<file path="config.mk">
export PLATFORM = sky130hd
export DESIGN_NAME = pslm_top
export DESIGN_NICKNAME = d
export VERILOG_FILES = /design/src/logic/pslm_pkg.sv /design/src/logic/pslm_top.sv
export SDC_FILE = /design/constraint.sdc
export NUM_CORES = 1
export LEC_CHECK = 0
export BUFFER_PORTS_ARGS = -buffer_cell sky130_fd_sc_hd__buf_2
export CAP_MARGIN = 10
export CORE_MARGIN = 2
export CORE_UTILIZATION = 32
export DETAILED_ROUTE_END_ITERATION = 16
export GPL_TIMING_DRIVEN = 0
export PLACE_DENSITY = 0.57
export SETUP_SLACK_MARGIN = 0.15
export SLEW_MARGIN = 20
export SYNTH_ARGS = -nofsm -noshare
export SYNTH_HDL_FRONTEND = slang
export SYNTH_SLANG_ARGS = --single-unit
</file>
<file path="constraint.sdc">
create_clock -name CORE_CLK -period 1.5 [get_ports CORE_CLK]
set_clock_uncertainty 0.05 [all_clocks]
set_input_delay 0.15 -clock CORE_CLK [delete_from_list [all_inputs] [get_ports CORE_CLK]]
set_output_delay 0.15 -clock CORE_CLK [all_outputs]
set_load 0.005 [all_outputs]
</file>
<file path="src/logic/pslm_pkg.sv">
// Package with constants and types for the strap latch and MII pin block
package pslm_pkg;
  // Shared strap pins, one bit each except the four-bit rxd
  typedef struct packed {
    logic [3:0] rxd;
    logic rxdv;
    logic crs;
    logic rxc;
    logic rxer;
    logic intrp;
  } pslm_pins_t;

  // Captured configuration
  typedef struct packed {
    logic [4:0] mgmt_addr;
    logic [2:0] op_mode;
    logic mdix_en;
    logic b2b_mode;
    logic mode_reserved;
    logic ctrl0_an_disable;
    logic nand_tree_en;
    logic filter_disable;
  } pslm_cfg_t;

  // Internal pull direction per pin, 1 = pull-up
  localparam pslm_pins_t PULL_UP_MAP = '{rxd: 4'h9, rxdv: 1'h0, crs: 1'h0, rxc: 1'h0, rxer: 1'h0, intrp: 1'h1};
  localparam logic [1:0] ADDR_UPPER = 2'h0;
  localparam logic [2:0] MODE_MII_NOMDIX = 3'h0;
  localparam logic [2:0] MODE_MII_MDIX = 3'h2;
  localparam logic [2:0] MODE_B2B_MDIX = 3'h6;
  localparam int CTRL0_AN_BIT = 12;
  localparam pslm_cfg_t CFG_RESET = '{mgmt_addr: 5'h01, op_mode: 3'h0, mdix_en: 1'h0, b2b_mode: 1'h0,
                                      mode_reserved: 1'h0, ctrl0_an_disable: 1'h1, nand_tree_en: 1'h0,
                                      filter_disable: 1'h0};
  // MII clock: 100 MHz core over 25 MHz nibble rate
  localparam int CORE_CLK_MHZ = 100;
  localparam int MII_CLK_MHZ = 25;
  localparam int MII_DIV = CORE_CLK_MHZ / MII_CLK_MHZ;
  localparam logic [1:0] PH_RISE = 2'h0;
  localparam logic [1:0] PH_FALL = 2'h2;
  localparam logic [1:0] PH_TX_SAMPLE = 2'h3;
  localparam logic [1:0] PH_LAST = 2'(MII_DIV - 1);

  typedef enum logic {PSLM_ST_RESET, PSLM_ST_RUN} pslm_state_t;
endpackage

</file>
<file path="src/logic/pslm_top.sv">
// Strap capture at reset release and MII pin control
`timescale 1ns/1ps
`default_nettype none
module pslm_top (
  input wire logic CORE_CLK,
  input wire logic NRST,
  input wire pslm_pkg::pslm_pins_t STRAP_I,
  output pslm_pkg::pslm_pins_t STRAP_O,
  output pslm_pkg::pslm_pins_t STRAP_OE,
  output pslm_pkg::pslm_pins_t PULL_UP_EN,
  output pslm_pkg::pslm_pins_t PULL_DN_EN,
  output logic TXC,
  input wire logic TXEN,
  input wire logic [3:0] TXD,
  input wire logic [3:0] RX_DATA,
  input wire logic RX_VALID,
  input wire logic RX_ERR,
  input wire logic RX_CRS,
  input wire logic IRQ_REQ,
  output logic RX_TAKE,
  output logic [3:0] TX_DATA,
  output logic TX_VALID,
  output pslm_pkg::pslm_cfg_t CFG,
  output logic CFG_VALID
);
  pslm_pkg::pslm_pins_t strap_s1_ff, strap_s2_ff;
  logic txen_s1_ff, txen_s2_ff;
  logic [3:0] txd_s1_ff, txd_s2_ff;
  pslm_pkg::pslm_state_t state_ff, nxt_state;
  pslm_pkg::pslm_cfg_t cfg_ff, nxt_cfg;
  logic cfg_valid_ff, nxt_cfg_valid;
  pslm_pkg::pslm_pins_t o_ff, nxt_o, oe_ff, nxt_oe, pu_ff, nxt_pu, pd_ff, nxt_pd;
  logic [1:0] div_ff, nxt_div;
  logic mii_clk_ff, nxt_mii_clk;
  logic take_ff, nxt_take;
  logic [3:0] txdata_ff, nxt_txdata;
  logic txvalid_ff, nxt_txvalid;

  function automatic pslm_pkg::pslm_cfg_t decode_straps(input pslm_pkg::pslm_pins_t s);
    pslm_pkg::pslm_cfg_t c;
    c = pslm_pkg::CFG_RESET;
    c.mgmt_addr = {pslm_pkg::ADDR_UPPER, s.rxd[1], s.rxd[2], s.rxd[3]};
    c.op_mode = {s.rxdv, s.crs, s.rxc};
    c.mdix_en = (c.op_mode == pslm_pkg::MODE_MII_MDIX) || (c.op_mode == pslm_pkg::MODE_B2B_MDIX);
    c.b2b_mode = (c.op_mode == pslm_pkg::MODE_B2B_MDIX);
    c.mode_reserved = !(c.op_mode == pslm_pkg::MODE_MII_NOMDIX || c.mdix_en);
    c.ctrl0_an_disable = s.rxd[0];
    c.nand_tree_en = !s.intrp;
    c.filter_disable = s.rxer;
    return c;
  endfunction

  // Pin synchronisers, no reset
  always_ff @(posedge CORE_CLK) begin
    strap_s1_ff <= STRAP_I;
    strap_s2_ff <= strap_s1_ff;
    txen_s1_ff <= TXEN;
    txen_s2_ff <= txen_s1_ff;
    txd_s1_ff <= TXD;
    txd_s2_ff <= txd_s1_ff;
  end

  // Capture state and pin direction
  always_comb begin
    nxt_state = state_ff;
    nxt_cfg = cfg_ff;
    nxt_cfg_valid = cfg_valid_ff;
    nxt_pu = '0;
    nxt_pd = '0;
    nxt_oe = oe_ff;
    case (state_ff)
      pslm_pkg::PSLM_ST_RESET: begin
        nxt_cfg = decode_straps(strap_s2_ff);
        nxt_cfg_valid = 1'b1;
        nxt_oe = '1;
        nxt_oe.intrp = IRQ_REQ;
        nxt_state = pslm_pkg::PSLM_ST_RUN;
      end
      default: begin
        nxt_oe.intrp = IRQ_REQ;
      end
    endcase
    if (!NRST) begin
      nxt_state = pslm_pkg::PSLM_ST_RESET;
      nxt_cfg = pslm_pkg::CFG_RESET;
      nxt_cfg_valid = 1'b0;
      nxt_oe = '0;
      nxt_pu = pslm_pkg::PULL_UP_MAP;
      nxt_pd = ~pslm_pkg::PULL_UP_MAP;
    end
  end

  always_ff @(posedge CORE_CLK) begin
    state_ff <= nxt_state;
    cfg_ff <= nxt_cfg;
    cfg_valid_ff <= nxt_cfg_valid;
    oe_ff <= nxt_oe;
    pu_ff <= nxt_pu;
    pd_ff <= nxt_pd;
  end

  // MII clocks and data paths
  always_comb begin
    nxt_div = (div_ff == pslm_pkg::PH_LAST) ? 2'h0 : div_ff + 2'h1;
    nxt_mii_clk = mii_clk_ff;
    nxt_o = o_ff;
    nxt_take = 1'b0;
    nxt_txdata = txdata_ff;
    nxt_txvalid = 1'b0;
    if (div_ff == pslm_pkg::PH_RISE) begin
      nxt_mii_clk = 1'b1;
    end else if (div_ff == pslm_pkg::PH_FALL) begin
      nxt_mii_clk = 1'b0;
      nxt_o.rxdv = RX_VALID;
      nxt_o.rxd = RX_VALID ? RX_DATA : 4'h0;
      nxt_o.rxer = RX_VALID & RX_ERR;
      nxt_o.crs = RX_CRS;
      nxt_take = RX_VALID;
    end else if (div_ff == pslm_pkg::PH_TX_SAMPLE && txen_s2_ff) begin
      nxt_txdata = txd_s2_ff;
      nxt_txvalid = 1'b1;
    end
    nxt_o.rxc = nxt_mii_clk;
    nxt_o.intrp = 1'b0;
    if (!NRST || state_ff == pslm_pkg::PSLM_ST_RESET) begin
      nxt_div = 2'h0;
      nxt_mii_clk = 1'b0;
      nxt_o = '0;
      nxt_take = 1'b0;
      nxt_txdata = 4'h0;
      nxt_txvalid = 1'b0;
    end
  end

  always_ff @(posedge CORE_CLK) begin
    div_ff <= nxt_div;
    mii_clk_ff <= nxt_mii_clk;
    o_ff <= nxt_o;
    take_ff <= nxt_take;
    txdata_ff <= nxt_txdata;
    txvalid_ff <= nxt_txvalid;
  end

  assign STRAP_O = o_ff;
  assign STRAP_OE = oe_ff;
  assign PULL_UP_EN = pu_ff;
  assign PULL_DN_EN = pd_ff;
  assign TXC = mii_clk_ff;
  assign RX_TAKE = take_ff;
  assign TX_DATA = txdata_ff;
  assign TX_VALID = txvalid_ff;
  assign CFG = cfg_ff;
  assign CFG_VALID = cfg_valid_ff;

  a_pins_released: assert property (@(posedge CORE_CLK) $past(NRST) && !NRST |=> STRAP_OE.rxd == 4'h0 && PULL_UP_EN.rxd == 4'h9)
    else $error("Strap pins driven or unpulled in reset");
  a_pins_driven: assert property (@(posedge CORE_CLK) disable iff (!NRST) $rose(CFG_VALID) |-> STRAP_OE.rxd == 4'hF && STRAP_OE.rxc && PULL_DN_EN == '0)
    else $error("Strap pins not driven after capture");
  a_rx_step_clock: assert property (@(posedge CORE_CLK) disable iff (!NRST) $changed(STRAP_O.rxd) && CFG_VALID |-> $fell(STRAP_O.rxc))
    else $error("Receive data changed off the clock fall");
  a_rx_idle_zero: assert property (@(posedge CORE_CLK) disable iff (!NRST) !STRAP_O.rxdv |-> STRAP_O.rxd == 4'h0)
    else $error("Receive data shown without valid");
  a_tx_enable_only: assert property (@(posedge CORE_CLK) disable iff (!NRST) TX_VALID |-> $past(txen_s2_ff) && TX_DATA == $past(txd_s2_ff))
    else $error("Transmit nibble taken without enable");
  a_capture_release: assert property (@(posedge CORE_CLK) !$past(NRST) ##1 NRST ##1 NRST |-> CFG_VALID && CFG.ctrl0_an_disable == $past(strap_s2_ff.rxd[0], 2))
    else $error("Straps not captured at release");
  a_addr_upper_zero: assert property (@(posedge CORE_CLK) disable iff (!NRST) CFG.mgmt_addr[4:3] == 2'h0)
    else $error("Upper address bits not zero");
  a_mode_decode: assert property (@(posedge CORE_CLK) disable iff (!NRST) CFG_VALID |-> CFG.b2b_mode == (CFG.op_mode == 3'h6) && CFG.mdix_en == (CFG.op_mode == 3'h2 || CFG.op_mode == 3'h6))
    else $error("Operating mode decode wrong");
  a_cfg_held: assert property (@(posedge CORE_CLK) disable iff (!NRST) CFG_VALID && $past(CFG_VALID) |-> $stable(CFG))
    else $error("Configuration changed after capture");
  a_filter_nand: assert property (@(posedge CORE_CLK) disable iff (!NRST) $rose(CFG_VALID) |-> CFG.filter_disable == $past(strap_s2_ff.rxer) && CFG.nand_tree_en == !$past(strap_s2_ff.intrp))
    else $error("Filter or test strap captured wrongly");
  // Pulls, enables and configuration while reset is low; interrupt pin level
  a_pulls_in_reset: assert property (@(posedge CORE_CLK)
    !NRST |=> PULL_UP_EN == pslm_pkg::PULL_UP_MAP && PULL_DN_EN == ~pslm_pkg::PULL_UP_MAP && STRAP_OE == '0)
    else $error("Pulls or enables wrong in reset");
  a_cfg_in_reset: assert property (@(posedge CORE_CLK)
    !NRST |=> CFG == pslm_pkg::CFG_RESET && !CFG_VALID)
    else $error("Configuration not at default in reset");
  a_intrp_low: assert property (@(posedge CORE_CLK) disable iff (!NRST)
    STRAP_O.intrp == 1'b0)
    else $error("Interrupt pin driven high");
  // Receive path
  a_take_pulse: assert property (@(posedge CORE_CLK) disable iff (!NRST)
    RX_TAKE |-> STRAP_O.rxdv ##1 !RX_TAKE)
    else $error("Receive take not a single valid pulse");
  a_rxer_valid: assert property (@(posedge CORE_CLK) disable iff (!NRST)
    STRAP_O.rxer |-> STRAP_O.rxdv)
    else $error("Receive error shown without valid");
  // Transmit path
  a_txc_period: assert property (@(posedge CORE_CLK) disable iff (!NRST)
    $rose(TXC) |-> ##4 $rose(TXC))
    else $error("Transmit clock period wrong");
  a_tx_idle: assert property (@(posedge CORE_CLK) disable iff (!NRST)
    !$past(txen_s2_ff) |-> !TX_VALID)
    else $error("Transmit nibble taken while idle");
  // Captured fields
  a_addr_capture: assert property (@(posedge CORE_CLK) disable iff (!NRST)
    $rose(CFG_VALID) |-> CFG.mgmt_addr[2:0] == {$past(strap_s2_ff.rxd[1]), $past(strap_s2_ff.rxd[2]), $past(strap_s2_ff.rxd[3])})
    else $error("Address straps captured wrongly");
  a_mode_capture: assert property (@(posedge CORE_CLK) disable iff (!NRST)
    $rose(CFG_VALID) |-> CFG.op_mode == {$past(strap_s2_ff.rxdv), $past(strap_s2_ff.crs), $past(strap_s2_ff.rxc)})
    else $error("Mode straps captured wrongly");
  a_mode_flag: assert property (@(posedge CORE_CLK) disable iff (!NRST)
    CFG_VALID |-> CFG.mode_reserved == !(CFG.op_mode == 3'h0 || CFG.op_mode == 3'h2 || CFG.op_mode == 3'h6))
    else $error("Reserved mode flag wrong");
endmodule
`default_nettype wire

</file>
==> flow_summary.json <==
{
  "status": "finished, final reports clean",
  "fmax_mhz": 747,
  "grt_pass1_wl_um": 5370,
  "yosysUniqueCellTypes": 23,
  "start_util_pct": 33.3,
  "hold_viol": 0,
  "reg2reg_slack_ns": 0.16,
  "ys_ff_latch": 60,
  "ant_nets": 0,
  "portBuffers": 69,
  "avgSynthCellArea_sq_um": 11.1,
  "antenna_found_initial": 0,
  "synth_warnings": 0,
  "fill_cells": 564,
  "worstSkewPairLatency_ns": 0.32,
  "synth_top_area_share_pct": 61.0,
  "fin_cells": 366,
  "grt_overflow": 0,
  "min_period_over_period_pct": 89.2,
  "regArea_sq_um": 1210,
  "gr-usage-all-layers_pct": 11.1,
  "cts-buffers-inserted": 9,
  "finalWorstPathRequiredPeriod_ns": 1.34,
  "clock-sinks": 60,
  "n_antenna_cell": 0,
  "cellPowerDensity_nw_per_um2": 1150,
  "drc_errors": 0,
  "routabilityCongestion": 0.688,
  "crit_fanout": 5,
  "grt_pass1_vias": 1187,
  "first_iter_violations": 37,
  "synth_cells": 177,
  "multi_input_area_sq_um": 562,
  "arrival_ns": 1.54,
  "synth_area_sq_um": 1970,
  "design_area_sq_um": 2870,
  "grt_start_max_net_pins": 11,
  "areaGrowthSynthToFinish_pct": 45.8,
  "setup-tns-final_ns": 0,
  "fp-row-count": 28,
  "seq_area_frac_synth_pct": 61.0,
  "clockBufferDepth": 2,
  "crit_path_start": "div_ff[0]$_SDFF_PP0_",
  "rsz0062_at_grt": "true",
  "nets": 313,
  "synthTopCellsByArea": "dfxtp_1, buf_4, mux2i_1",
  "place_hpwl_um": 2390,
  "end_kind": "flip-flop",
  "die_y_um": 82.5,
  "ir_worst_vdd_uv": 836,
  "maxCapViolations": 0,
  "r2r_end": "TX_DATA[0]$_SDFFE_PP0P_",
  "drt_wl_total_um": 3590,
  "path_clk_slew_ns": 0.06,
  "dp_cells": 332,
  "viasPerCell": 3.87,
  "p_leak_uw": 0.00139,
  "r2r_start": "div_ff[0]$_SDFF_PP0_",
  "via_count": 1417,
  "dieArea_sq_um": 6800,
  "htreeDepth": 3,
  "dpl_cell_area_sq_um": 2450,
  "core-area_sq_um": 5920,
  "clockRootBuffer": "clkbuf_8",
  "holdCritStartpoint": "RX_CRS",
  "die_w_um": 82.5,
  "start_kind": "flip-flop",
  "setup_viol": 0,
  "yosysTopAreaCell": "dfxtp_1",
  "layout-drive-gt1-share_pct": 46.4,
  "hold_end": "STRAP_O[3]$_SDFFE_PP0P_",
  "cts_tree": "done",
  "reg2reg_depth": 5,
  "critPathRequiredTime_ns": 1.70,
  "crit_type": "flip-flop to flip-flop",
  "hold_depth": 3,
  "first_pass_iters": 4,
  "slew_violations": 0,
  "io_pins": 82,
  "hp-class": "primary input to flip-flop",
  "wl_per_cell_um": 9.81
}
[metal layers]
layer  wire [um]  vias to the layer above  global-route usage (%)  share of wire, %
met2        1720                       46                    16.6                48
met4          74                        0                    8.00               2.1
li1            -                      752                       -                 -
met1        1550                      612                    12.4                43
met5           0                        -                       0                 0
met3         251                        7                    5.33               7.0
[worst max path at each step]
stage	to	slack (ns)	cells past startpoint
2_1_floorplan	TX_DATA[0]$_SDFFE_PP0P_	0.18	5
3_3_place_gp	TX_DATA[2]$_SDFFE_PP0P_	0.07	5
3_5_place_dp	TX_DATA[1]$_SDFFE_PP0P_	0.01	5
4_1_cts	TX_DATA[0]$_SDFFE_PP0P_	0.12	5
5_1_grt	TX_DATA[0]$_SDFFE_PP0P_	0.06	4
6_report	TX_DATA[0]$_SDFFE_PP0P_	0.16	5
[flip-flops by register name, indices dropped and copies added, names as in the netlist, 2 cells and up]
signal and cells:
CFG 12, strap_s1_ff 9, strap_s2_ff 9, STRAP_O 7, TX_DATA 4, txd_s1_ff 4, txd_s2_ff 4, STRAP_OE 2
div_ff 2
[kinds of logic after synthesis]
kind of cell	count (synthesis)	share of synthesized area, %
flip-flops	60	61.0
AND/OR/NAND/NOR	45	12.1
buffers and inverters	43	14.8
multiplexers	13	6.60
AO/OA/AOI/OAI	12	3.43
adder cells (fa/ha/maj)	3	1.90
other	1	0.190
[synth_stat cells]
library cell  number
nand4bb_1          1
inv_1              6
and2b_1            1
dfxtp_1           60
buf_2              5
or3b_1             1
buf_4             31
and2_1             1
a221oi_1           1
ha_1               3
nand3_1           13
nor2_1             8
conb_1             1
buf_6              1
nand2_1            7
mux2i_1           13
or2_2              1
nor4bb_1           1
a21oi_1           10
a21oi_2            1
nand2b_1           8
nor3b_1            1
nor3_1             2
[cell type report]
class | instances | share of cell area, %
Buffer | 37 | 9.58
Clock buffer | 12 | 5.75
Clock inverter | 4 | 0.784
Inverter | 6 | 0.871
Multi-Input combinational cell | 85 | 19.5
Sequential cell | 60 | 42.1
Tap cell | 75 | 3.27
Timing Repair Buffer | 87 | 18.1
[stage by stage]
stage | util, % | worst slack, ns | hold WS, ns | total power [uW]
after global routing | 48.5 | 0.0623 | 0.0248 | 3470
after floorplan | - | 0.175 | 0.128 | 1870
final | 48.5 | 0.162 | 0.0165 | 3300
after CTS | 48.4 | 0.120 | 0.00648 | 3360
after global placement | 41.4 | 0.0704 | 0.202 | 1970
after detailed placement | 41.4 | 0.0150 | 0.204 | 1980
[power breakdown]
part	internal, uW	switching, uW
combinational	181	109
sequential	1660	32.7
clock	725	594
[worst max-delay path, stage by stage, from the launching register on]
cell,delay (ns)
dfxtp_4,0.37
inv_4,0.05
ha_4,0.16
nor4bb_4,0.30
buf_6,0.17
mux2i_1,0.17
[repair_timing]
| item | 4_1_cts | 5_1_grt |
|---|---|---|
| buffers inserted | 2 | 0 |
| hold buffers | 16 | 0 |
| endpoints found under the hold margin | 16 | 0 |
| endpoints found under the setup margin | 5 | 14 |
| cloned | 0 | 0 |
| pin swaps | 3 | 1 |
| resized for setup | 13 | 5 |
[placed cells by master, fill, tap and decap left out, types with 3 or more instances in the layout]
cell           synthesis  routed
nand2_1                7       7
nor2_1                 8       8
buf_4                 31      33
clkinv_2               0       3
nand3_1               13      13
mux2i_1               13      13
dlygate4sd3_1          0      16
dfxtp_1               60      57
clkbuf_8               0      12
buf_2                  5      73
nand2b_1               8       8
a21oi_1               10      10
conb_1                 1      12
inv_1                  6       4
Power figures use the tool's default switching activity.
